`config.mk`:
```
export PLATFORM = sky130hd
export DESIGN_NAME = aax_core
export DESIGN_NICKNAME = d
export VERILOG_FILES = /design/src/verilog/aax_pkg.sv /design/src/verilog/aax_alu_if.sv /design/src/verilog/aax_core.sv /design/src/verilog/aax_alu.sv
export VERILOG_INCLUDE_DIRS = /design/src /design/src/verilog
export SDC_FILE = /design/constraint.sdc
export NUM_CORES = 1
export LEC_CHECK = 0
export ABC_AREA = 1
export BUFFER_PORTS_ARGS = -buffer_cell sky130_fd_sc_hd__buf_4
export CAP_MARGIN = 20
export CORE_MARGIN = 5
export CORE_UTILIZATION = 30
export CTS_CLUSTER_DIAMETER = 30
export CTS_CLUSTER_SIZE = 40
export DETAILED_ROUTE_END_ITERATION = 10
export HOLD_SLACK_MARGIN = 0.03
export SETUP_SLACK_MARGIN = 0.1
export SYNTH_ARGS = -nofsm -noshare
export SYNTH_HDL_FRONTEND = slang
export SYNTH_SLANG_ARGS = --single-unit
```
`constraint.sdc`:
```
create_clock -name SYS_CLK_IN -period 4.1 [get_ports SYS_CLK_IN]
set_clock_uncertainty 0.2 [all_clocks]
set_input_delay 1.23 -clock SYS_CLK_IN [delete_from_list [all_inputs] [get_ports SYS_CLK_IN]]
set_output_delay 1.23 -clock SYS_CLK_IN [all_outputs]
set_load 0.005 [all_outputs]
```
`src/verilog/aax_regs.svh`:
```
`ifndef AAX_REGS_SVH
`define AAX_REGS_SVH

// Width of the datapath and of the file register address.
`define AAX_DATA_W 8
`define AAX_ADDR_W 7

// Operation codes presented by the decoder.
`define AAX_OP_NONE 4'h0
`define AAX_OP_SLEEP 4'h1
`define AAX_OP_ROTR 4'h2
`define AAX_OP_SUBL 4'h3
`define AAX_OP_SUBF 4'h4
`define AAX_OP_XORF 4'h5
`define AAX_OP_SWAP 4'h6
`define AAX_OP_XORL 4'h7

// Reset values of the working register, watchdog counter, prescaler and the timeout and power-down flags.
`define AAX_ACC_RST 8'h00
`define AAX_WATCHDOG_CLR 8'h00
`define AAX_PRE_CLR 8'h00
`define AAX_TIMEOUT_N_RST 1'b1
`define AAX_POWERDOWN_N_RST 1'b1

// Destination bit values.
`define AAX_DEST_ACC 1'b0
`define AAX_DEST_FILE 1'b1

`endif

```
`src/verilog/aax_pkg.sv`:
```
package aax_pkg;
    // Operation selector, matching the header codes.
    typedef enum logic [3:0] {
        AAX_NONE = 4'h0,
        AAX_SLEEP = 4'h1,
        AAX_ROTR = 4'h2,
        AAX_SUBL = 4'h3,
        AAX_SUBF = 4'h4,
        AAX_XORF = 4'h5,
        AAX_SWAP = 4'h6,
        AAX_XORL = 4'h7
    } aax_op_e;

    // Power state, Gray along run to sleep.
    typedef enum logic [1:0] {
        AAX_RUN = 2'b00,
        AAX_ASLEEP = 2'b01
    } aax_pwr_e;
endpackage

```
`src/verilog/aax_alu_if.sv`:
```
`timescale 1ns/1ps
// Carries operands and results between the top and the arithmetic unit.
interface aax_alu_if;
    logic [3:0] op; // Operation code.
    logic [7:0] acc; // Working register value.
    logic [7:0] opnd; // File value or literal.
    logic carry_in; // Current carry.
    logic [7:0] result; // Result byte.
    logic carry_out; // New carry.
    logic digit_carry_out; // New digit carry.
    logic zero_out; // Result is zero.
    modport top (output op, output acc, output opnd, output carry_in,
                 input result, input carry_out, input digit_carry_out, input zero_out);
    modport alu (input op, input acc, input opnd, input carry_in,
                 output result, output carry_out, output digit_carry_out, output zero_out);
endinterface

```
`src/verilog/aax_core.sv`:
```
`timescale 1ns/1ps
`include "aax_regs.svh"
module aax_core (
    input wire logic SYS_CLK_IN,
    input wire logic NRST_IN,
    input wire logic EXEC_IN,
    input wire logic [3:0] OP_IN,
    input wire logic DEST_IN,
    input wire logic [6:0] FILE_ADDR_IN,
    input wire logic [7:0] FILE_DATA_IN,
    input wire logic [7:0] LITERAL_IN,
    input wire logic WAKE_IN,
    output logic [7:0] ACC_OUT,
    output logic CARRY_OUT,
    output logic DIGIT_CARRY_FLAG_OUT,
    output logic ZERO_OUT,
    output logic TIMEOUT_FLAG_N_OUT,
    output logic POWERDOWN_FLAG_N_OUT,
    output logic [7:0] WATCHDOG_COUNTER_OUT,
    output logic [7:0] PRESCALER_OUT,
    output logic FILE_WE_OUT,
    output logic [6:0] FILE_WADDR_OUT,
    output logic [7:0] FILE_WDATA_OUT,
    output logic OSC_RUN_OUT,
    output logic SLEEPING_OUT
);
    aax_alu_if alu_bus (); // Link to the arithmetic unit.
    aax_pkg::aax_pwr_e pwr; // Power state.
    aax_pkg::aax_pwr_e next_pwr; // Next power state.
    logic wake_s1; // First wake synchroniser stage.
    logic wake_s2; // Second wake synchroniser stage.
    logic go; // An instruction executes this cycle.
    logic is_file_op; // Operation uses the file register as operand.
    logic upd_z; // Operation updates the zero flag.
    logic upd_cdc; // Operation updates carry and digit carry.

    // Operand selection: file forms use the file value, every other code the literal.
    assign is_file_op = (OP_IN == `AAX_OP_ROTR) || (OP_IN == `AAX_OP_SUBF) ||
                        (OP_IN == `AAX_OP_XORF) || (OP_IN == `AAX_OP_SWAP);
    assign alu_bus.op = OP_IN;
    assign alu_bus.acc = ACC_OUT;
    assign alu_bus.opnd = is_file_op ? FILE_DATA_IN : LITERAL_IN;
    assign alu_bus.carry_in = CARRY_OUT;

    aax_alu u_alu (
        .bus(alu_bus)
    );

    // Instructions are ignored while asleep, since the clock would be stopped.
    assign go = EXEC_IN && (pwr == aax_pkg::AAX_RUN);
    assign upd_z = (OP_IN == `AAX_OP_SUBL) || (OP_IN == `AAX_OP_SUBF) ||
                   (OP_IN == `AAX_OP_XORF) || (OP_IN == `AAX_OP_XORL);
    assign upd_cdc = (OP_IN == `AAX_OP_SUBL) || (OP_IN == `AAX_OP_SUBF);

    // Wake request comes from a pin, so it passes two flip-flops first.
    always_ff @(posedge SYS_CLK_IN) begin
        if (!NRST_IN) begin
            wake_s1 <= 1'b0;
            wake_s2 <= 1'b0;
        end else begin
            wake_s1 <= WAKE_IN;
            wake_s2 <= wake_s1;
        end
    end

    // Power state decision.
    always_comb begin
        next_pwr = pwr;
        case (pwr)
            aax_pkg::AAX_RUN: begin
                if (go && OP_IN == `AAX_OP_SLEEP) begin
                    next_pwr = aax_pkg::AAX_ASLEEP;
                end
            end
            aax_pkg::AAX_ASLEEP: begin
                if (wake_s2) begin
                    next_pwr = aax_pkg::AAX_RUN;
                end
            end
            default: begin
                next_pwr = aax_pkg::AAX_RUN;
            end
        endcase
    end

    // Power state register; the oscillator runs only outside sleep.
    always_ff @(posedge SYS_CLK_IN) begin
        if (!NRST_IN) begin
            pwr <= aax_pkg::AAX_RUN;
        end else begin
            pwr <= next_pwr;
        end
    end
    assign OSC_RUN_OUT = (pwr == aax_pkg::AAX_RUN);
    assign SLEEPING_OUT = (pwr == aax_pkg::AAX_ASLEEP);

    // Watchdog and prescaler are cleared on sleep; counting lies elsewhere.
    always_ff @(posedge SYS_CLK_IN) begin
        if (!NRST_IN) begin
            WATCHDOG_COUNTER_OUT <= `AAX_WATCHDOG_CLR;
            PRESCALER_OUT <= `AAX_PRE_CLR;
            TIMEOUT_FLAG_N_OUT <= `AAX_TIMEOUT_N_RST;
            POWERDOWN_FLAG_N_OUT <= `AAX_POWERDOWN_N_RST;
        end else if (go && OP_IN == `AAX_OP_SLEEP) begin
            WATCHDOG_COUNTER_OUT <= `AAX_WATCHDOG_CLR;
            PRESCALER_OUT <= `AAX_PRE_CLR;
            TIMEOUT_FLAG_N_OUT <= 1'b1;
            POWERDOWN_FLAG_N_OUT <= 1'b0;
        end
    end

    // Working register: literal forms always, file forms when destination is zero.
    always_ff @(posedge SYS_CLK_IN) begin
        if (!NRST_IN) begin
            ACC_OUT <= `AAX_ACC_RST;
        end else if (go && OP_IN != `AAX_OP_SLEEP && OP_IN != `AAX_OP_NONE && OP_IN <= `AAX_OP_XORL) begin
            if (!is_file_op || DEST_IN == `AAX_DEST_ACC) begin
                ACC_OUT <= alu_bus.result;
            end
        end
    end

    // File write-back port, registered so data is stable for one cycle.
    always_ff @(posedge SYS_CLK_IN) begin
        if (!NRST_IN) begin
            FILE_WE_OUT <= 1'b0;
            FILE_WADDR_OUT <= 7'h00;
            FILE_WDATA_OUT <= 8'h00;
        end else begin
            FILE_WE_OUT <= go && is_file_op && DEST_IN == `AAX_DEST_FILE;
            FILE_WADDR_OUT <= FILE_ADDR_IN;
            FILE_WDATA_OUT <= alu_bus.result;
        end
    end

    // Status flags; swap and sleep leave them alone.
    always_ff @(posedge SYS_CLK_IN) begin
        if (!NRST_IN) begin
            CARRY_OUT <= 1'b0;
            DIGIT_CARRY_FLAG_OUT <= 1'b0;
            ZERO_OUT <= 1'b0;
        end else if (go) begin
            if (upd_cdc || OP_IN == `AAX_OP_ROTR) begin
                CARRY_OUT <= alu_bus.carry_out;
            end
            if (upd_cdc) begin
                DIGIT_CARRY_FLAG_OUT <= alu_bus.digit_carry_out;
            end
            if (upd_z) begin
                ZERO_OUT <= alu_bus.zero_out;
            end
        end
    end

    // Checks.
    property p_sleep_flags;
        @(posedge SYS_CLK_IN) disable iff (!NRST_IN)
        (go && OP_IN == `AAX_OP_SLEEP) |=>
            (!POWERDOWN_FLAG_N_OUT && TIMEOUT_FLAG_N_OUT && WATCHDOG_COUNTER_OUT == 8'h00 &&
            PRESCALER_OUT == 8'h00);
    endproperty
    a_sleep_flags: assert property (p_sleep_flags) else $error("sleep flags wrong");

    property p_sleep_osc;
        @(posedge SYS_CLK_IN) disable iff (!NRST_IN)
        (go && OP_IN == `AAX_OP_SLEEP) |=> !OSC_RUN_OUT;
    endproperty
    a_sleep_osc: assert property (p_sleep_osc) else $error("oscillator not stopped");

    property p_rotr;
        @(posedge SYS_CLK_IN) disable iff (!NRST_IN)
        (go && OP_IN == `AAX_OP_ROTR) |=> (CARRY_OUT == $past(FILE_DATA_IN[0]) && $stable(ZERO_OUT));
    endproperty
    a_rotr: assert property (p_rotr) else $error("rotate carry wrong");

    property p_dest_file;
        @(posedge SYS_CLK_IN) disable iff (!NRST_IN)
        (go && is_file_op && DEST_IN) |=> (FILE_WE_OUT && $stable(ACC_OUT));
    endproperty
    a_dest_file: assert property (p_dest_file) else $error("destination wrong");

    property p_subl;
        @(posedge SYS_CLK_IN) disable iff (!NRST_IN)
        (go && OP_IN == `AAX_OP_SUBL) |=>
            (ACC_OUT == 8'($past(LITERAL_IN) - $past(ACC_OUT)) && CARRY_OUT == ($past(ACC_OUT) <= $past(LITERAL_IN)));
    endproperty
    a_subl: assert property (p_subl) else $error("literal subtract wrong");

    property p_subf;
        @(posedge SYS_CLK_IN) disable iff (!NRST_IN)
        (go && OP_IN == `AAX_OP_SUBF) |=>
            (DIGIT_CARRY_FLAG_OUT == ($past(ACC_OUT[3:0]) <= $past(FILE_DATA_IN[3:0])));
    endproperty
    a_subf: assert property (p_subf) else $error("file subtract digit carry wrong");

    property p_xorf;
        @(posedge SYS_CLK_IN) disable iff (!NRST_IN)
        (go && OP_IN == `AAX_OP_XORF) |=> ($stable(CARRY_OUT) && $stable(DIGIT_CARRY_FLAG_OUT) &&
            ZERO_OUT == (($past(ACC_OUT) ^ $past(FILE_DATA_IN)) == 8'h00));
    endproperty
    a_xorf: assert property (p_xorf) else $error("xor touched carry");

    property p_swap;
        @(posedge SYS_CLK_IN) disable iff (!NRST_IN)
        (go && OP_IN == `AAX_OP_SWAP && DEST_IN) |=>
            (FILE_WDATA_OUT == {$past(FILE_DATA_IN[3:0]), $past(FILE_DATA_IN[7:4])} && $stable(ZERO_OUT));
    endproperty
    a_swap: assert property (p_swap) else $error("swap wrong");

    property p_xorl;
        @(posedge SYS_CLK_IN) disable iff (!NRST_IN)
        (go && OP_IN == `AAX_OP_XORL) |=>
            (ACC_OUT == ($past(ACC_OUT) ^ $past(LITERAL_IN)) && ZERO_OUT == (ACC_OUT == 8'h00));
    endproperty
    a_xorl: assert property (p_xorl) else $error("literal xor wrong");
endmodule

```
`src/verilog/aax_alu.sv`:
```
`timescale 1ns/1ps
`include "aax_regs.svh"
// Pure combinational arithmetic for the supported operations.
module aax_alu (
    aax_alu_if.alu bus
);
    // Zero test is used by every path that updates the zero flag.
    function automatic logic is_zero(input logic [7:0] v);
        is_zero = (v == 8'h00);
    endfunction

    logic [8:0] diff; // Operand minus accumulator with borrow bit.
    logic [4:0] ldiff; // Low nibble difference.

    // Subtraction: a clear borrow means accumulator <= operand.
    always_comb begin
        diff = {1'b0, bus.opnd} - {1'b0, bus.acc};
        ldiff = {1'b0, bus.opnd[3:0]} - {1'b0, bus.acc[3:0]};
    end

    // Result and flag selection.
    always_comb begin
        bus.result = bus.opnd;
        bus.carry_out = bus.carry_in;
        bus.digit_carry_out = 1'b0;
        case (bus.op)
            `AAX_OP_ROTR: begin
                bus.result = {bus.carry_in, bus.opnd[7:1]};
                bus.carry_out = bus.opnd[0];
            end
            `AAX_OP_SUBL, `AAX_OP_SUBF: begin
                bus.result = diff[7:0];
                bus.carry_out = ~diff[8];
                bus.digit_carry_out = ~ldiff[4];
            end
            `AAX_OP_XORF, `AAX_OP_XORL: begin
                bus.result = bus.acc ^ bus.opnd;
            end
            `AAX_OP_SWAP: begin
                bus.result = {bus.opnd[3:0], bus.opnd[7:4]};
            end
            default: begin
                bus.result = bus.opnd;
            end
        endcase
        bus.zero_out = is_zero(bus.result);
    end
endmodule

```
After elaboration in Yosys (flattened, before gate mapping)
Cells that the tools add are included.

cells by class
  $add $sub $neg = 2
  order comparisons = 1
  equal/unequal tests = 11
  mux-type cells = 7
  bitwise logic cells = 4
  reduce and logical (&&, ||, !) cells = 27

operators with widths
  cell                                                                     number
  8-bit one-hot mux with 4 select lines                                    1
  4-bit by 3-bit equality test with 1-bit output, second input constant    4
  8-bit by 8-bit subtractor with 9-bit output                              1
  4-bit by 2-bit equality test with 1-bit output, second input constant    2
  8-bit zero test                                                          1
  1-bit logical OR                                                         8
  8-bit two-way mux                                                        1
  2-bit AND reduction                                                      4
  8-bit bitwise XOR                                                        1
  1-bit logical AND                                                        7
  4-bit by 4-bit subtractor with 5-bit output                              1
  4-bit by 1-bit equality test with 1-bit output, second input constant    1
  4-bit by 3-bit <= comparator with 1-bit output, second input constant    1
  2-bit two-way mux                                                        2
  2-bit by 1-bit inequality test with 1-bit output, second input constant  2
  4-bit by 1-bit inequality test with 1-bit output, second input constant  1
  2-bit one-hot mux with 2 select lines                                    1
  4-bit nonzero test                                                       1
  2-bit OR reduction                                                       2
  1-bit inverter                                                           3
  3-bit AND reduction                                                      1
  2-bit by 1-bit equality test with 1-bit output, second input constant    1
  2-bit zero test                                                          1
  1-bit one-hot mux with 2 select lines                                    1
  other kinds (3)                                                          3

word-level totals
  register bits after elaboration = 32
  input port bits = 32
  output and inout port bits = 47

Logic depth before layout (Yosys ltp)
  word-level depth = 8
  mapped depth = 19

By module
From an unflattened synthesis, not the netlist that was laid out.

second synthesis, totals
  cells, all modules = 386
  area, all modules = 2,362.3 sq um

by module, submodules not included
  module    instances  cells each  area each (sq um)  seq. area each (sq um)
  aax_core  1          202         1,466.4            620.6
  aax_alu   1          184         895.9              0.0

Worst setup path before layout
Ideal clock, no wire load.

  path type = input to register
  start point = input port OP_IN[1]
  end point = register ZERO_OUT
  library setup time = 0.067 ns
  data arrival time = 3.057 ns
  required time = 3.833 ns
  setup slack = 0.776 ns
  cell stages on the path = 18
  cells stage by stage = inv_1 > nand2_4 > nand3_4 > nand2_2 > nand2_1 > ha_1 > fa_1 > inv_1 > nand2_1 > nand2_1 > nand3_1 > nand2_1 > nand2_1 > nand3_1 > nand3_1 > nor2_1 > nand3_1 > a21oi_2

between the ends
  longest elaborated chain between the ends = 8
  elaborated cells between the ends (all ways) = 20

ends and longest elaborated chain
  item                                                                                                                     line                          RTL
  start: declaration                                                                                                       aax_core.sv:7                 input wire logic [3:0] OP_IN,
  4-bit by 2-bit equality test with 1-bit output / 4-bit by 3-bit equality test with 1-bit output (equally long branches)  aax_alu.sv:26                 case (bus.op)
  1-bit logical OR (3 in a row)                                                                                            aax_core.sv:38                assign is_file_op = (OP_IN == `AAX_OP_ROTR) || (OP_IN == `AAX_OP_SUBF) ||
  8-bit two-way mux                                                                                                        aax_core.sv:42                assign alu_bus.opnd = is_file_op ? FILE_DATA_IN : LITERAL_IN;
  8-bit by 8-bit subtractor with 9-bit output / 8-bit bitwise XOR (equally long branches)                                  aax_alu.sv:17, aax_alu.sv:37
  8-bit one-hot mux with 4 select lines                                                                                    aax_alu.sv:26
  8-bit zero test                                                                                                          aax_alu.sv:9                  is_zero = (v == 8'h00);
  end signal: assignment                                                                                                   aax_core.sv:150               ZERO_OUT <= alu_bus.zero_out;
  end: declaration                                                                                                         aax_core.sv:16                output logic ZERO_OUT,

Parallel ways exist; a longest one is shown, timed or not.
A chain may end at the register's enable or synchronous reset.

Worst setup path after layout
  start point = input port OP_IN[1]
  end point = register CARRY_OUT

between the ends
  longest elaborated chain between the ends = 8
  elaborated cells between the ends (all ways) = 17

ends and longest elaborated chain
  item                                                                                                                     line             RTL
  4-bit by 2-bit equality test with 1-bit output / 4-bit by 3-bit equality test with 1-bit output (equally long branches)  aax_alu.sv:26
  1-bit logical OR (3 in a row)                                                                                            aax_core.sv:38
  8-bit two-way mux                                                                                                        aax_core.sv:42
  8-bit by 8-bit subtractor with 9-bit output                                                                              aax_alu.sv:17    diff = {1'b0, bus.opnd} - {1'b0, bus.acc};
  1-bit inverter                                                                                                           aax_alu.sv:33    bus.carry_out = ~diff[8];
  1-bit one-hot mux with 2 select lines                                                                                    aax_alu.sv:26
  end signal: assignment                                                                                                   aax_core.sv:144  CARRY_OUT <= alu_bus.carry_out;
  end: declaration                                                                                                         aax_core.sv:14   output logic CARRY_OUT,

Parallel ways exist; a longest one is shown, timed or not.

==> run metrics <==
first-pass GRT wire length 10.41 mm; TritonCTS clock tree built; H-tree levels 2; Root Driver clkbuf_8; Critical Path Sink Type flip-flop; number of cells on the critical path 16; CTS Buf Count 5; Req. time, crit path 4.08 ns; top post-synthesis cells by count nand2_1 (74), inv_1 (64), nand3_1 (39); length of the first detailed-routing pass in iterations 4; vias in the first global route around 2,200; top cell family by delay on the critical path simple AND/OR/NAND/NOR gates; area of the multi-input gates between 0.001 and 0.0015 mm^2; share of cells above drive strength 1 between 20% and 30%; Vias between 2,000 and 2,500; synthesized cell area 0.002127 mm^2; Peak VDD IR between 0.15 and 0.2 mV; Power Density 321.4 mW/mm^2; Max Fclk about 0.28 GHz; Cells after Synth approximately 330; crit path kind in -> reg; WP buf/inv 3; Clock Latency Late Sink 0.28 ns; Synth warnings 0; Starting Density between 30% and 40%; Design Power between 0.8 and 0.9 mW; num rows 30; Post-route DRC 0; critical path's slowest cell or2_2; drt via density between 4 and 5; Slew Limit Fails 0; clk slew on worst S/H paths roughly 0.070 ns; RSZ-0062 raised after global routing false; worst-path cell chain buf_4 -> inv_1 -> nand2_4 -> nand3_4 -> nand2_1 -> and2_1 -> ha_1 -> or2_2 -> nand3_1 -> nand2_1 -> nand2_1 -> a21oi_1 -> o21ai_0 -> nand3_1 -> o211ai_1 -> inv_1; largest net degree at the start of global routing 22; Final nets 435; wire length per cell between 10 and 15 um; Top Registers ACC_OUT (8), FILE_WDATA_OUT (8), FILE_WADDR_OUT (7); fillcell total between 700 and 800; final wirelength between 6 and 7 mm; Hold WC Path Type reg -> reg; Storage cell area roughly 620 um^2; die area approximately 0.0089 mm^2; outcome completed; Primary FF master, synth dfxtp_1; cts hold-fix bufs 0; Max Cap Viol 0; Lkg Pwr between 1.5 and 2 nW; Std-Cell Core Area between 0.006 and 0.007 mm^2; synth unique cells 31; dpl ws ~0.31 ns; Largest stage delay, worst path around 0.34 ns; Final Hold Fails 0; Synth top area share between 20 and 30%; port bufs between 60 and 70; final setup TNS 0 ns; Synth area leaders dfxtp_1 (29%), nand2_1 (13%), inv_1 (11%); Avg Inst Size Synth about 6.4 um^2; most frequent CP cell nand2_1; post_cts resized 0; initial antenna violation count 0; Area Overhead vs Synth 27.65%; top cell type by total area after synthesis dfxtp_1; flops & latches, synth 31; slack of the critical path around 0.59 ns; Post-synth EDFFs 0; CP Launch Type primary input; DR iter-0 viols 137; antenna-violating nets left 0; Max FO, Critical Path 8; Post-CTS Setup Bufs 0; IO Pins just under 80; RePlAce Congestion between 0.9 and 1; count leader, synth nand2_1; number of inserted diodes 0; hold-critical path depth 2; worst r2r path cells 13; clk sinks 31; Die Wd around 94 um; sequential area share after synthesis 29.18%; GRT overflow 0; Tcrit/Tclk final 85.71%; Critical Path AT 3.50 ns; Post-synth ARST share 0%; post-layout min period 3.514 ns; # setup viols final 0; post-DP HPWL between 5 and 6 mm; Tot GR Track Use 14.81%; Die Span Y around 94 um; Max clock buf depth 2
## per-stage QoR
stage | std cells | instance area [um^2] | util (%) | hold slack, ns
floorplan | 346 | 2183 | - | 0.1905
global placement | 482 | 2603 | 38.10 | 0.1961
detailed placement | 482 | 2603 | 38.10 | 0.2065
CTS | 490 | 2715 | 39.74 | 0.2205
global route | 490 | 2715 | 39.74 | 0.2469
finish | 490 | 2715 | 39.74 | 0.2167
## layer usage
layer	vias to the layer above	share of wire, %	GRT usage (%)
met4	0	1.6	3.851
met5	-	0	0
met3	11	7.8	4.968
met1	961	43	18.16
li1	1108	-	-
met2	71	47	24.70
## cells by family (layout without fill, tap and decap cells)
kind of cell             after synthesis  after routing  share of synthesized area, %
adder cells (fa/ha/maj)               10             10                         6.235
flip-flops                            31             31                         29.18
XOR/XNOR                               1              1                        0.4118
buffers and inverters                 87            135                         19.29
AO/OA/AOI/OAI                         29             29                         7.118
other                                  2             17                        0.3531
AND/OR/NAND/NOR                      171            171                         37.41
## final timing paths
kind / from / endpoint / slack, ns
worst max-delay path: OP_IN[1] / CARRY_OUT$_SDFFE_PN0P_ / 0.59
worst min-delay path: wake_s1$_SDFF_PN0_ / wake_s2$_SDFF_PN0_ / 0.22
worst max register to register: ACC_OUT[0]$_SDFFE_PN0P_ / ZERO_OUT$_SDFFE_PN0P_ / 1.85
worst min register to register: wake_s1$_SDFF_PN0_ / wake_s2$_SDFF_PN0_ / 0.22
## layout make-up
class | count | area share (%)
multi-input combinational | 228 | 42.44
tap | 96 | 4.424
clock inverter | 3 | 1.613
inverter | 65 | 8.986
sequential | 31 | 22.86
clock buffer | 5 | 2.535
timing repair buffer | 62 | 17.14
## tightest hold or removal path, cell delays in order (launching register included)
cell	delay, ns
dfxtp_1	0.31
nand2_1	0.05
inv_1	0.04
## layout by cell type (no fill, tap or decap), drive strengths merged
cell / synthesis / layout
ha: 9 / 9
clkbuf: 3 / 5
fa: 1 / 1
nand4: 5 / 5
nand3b: 1 / 1
o21ai: 11 / 11
o211ai: 1 / 1
nor2: 34 / 34
and2: 6 / 6
nand2: 81 / 81
nor3: 2 / 2
buf: 18 / 62
a21oi: 17 / 17
or2: 2 / 2
bufinv: 0 / 1
conb: 2 / 17
inv: 65 / 65
clkinv: 0 / 2
dfxtp: 31 / 31
nand3: 40 / 40
xnor2: 1 / 1
## power breakdown
group          internal [mW]  switching, mW
registers              0.320        0.00951
logic                  0.102          0.142
clock network          0.181          0.119
total                  0.602          0.270
Note: power is estimated with default switching activity, not from simulation.
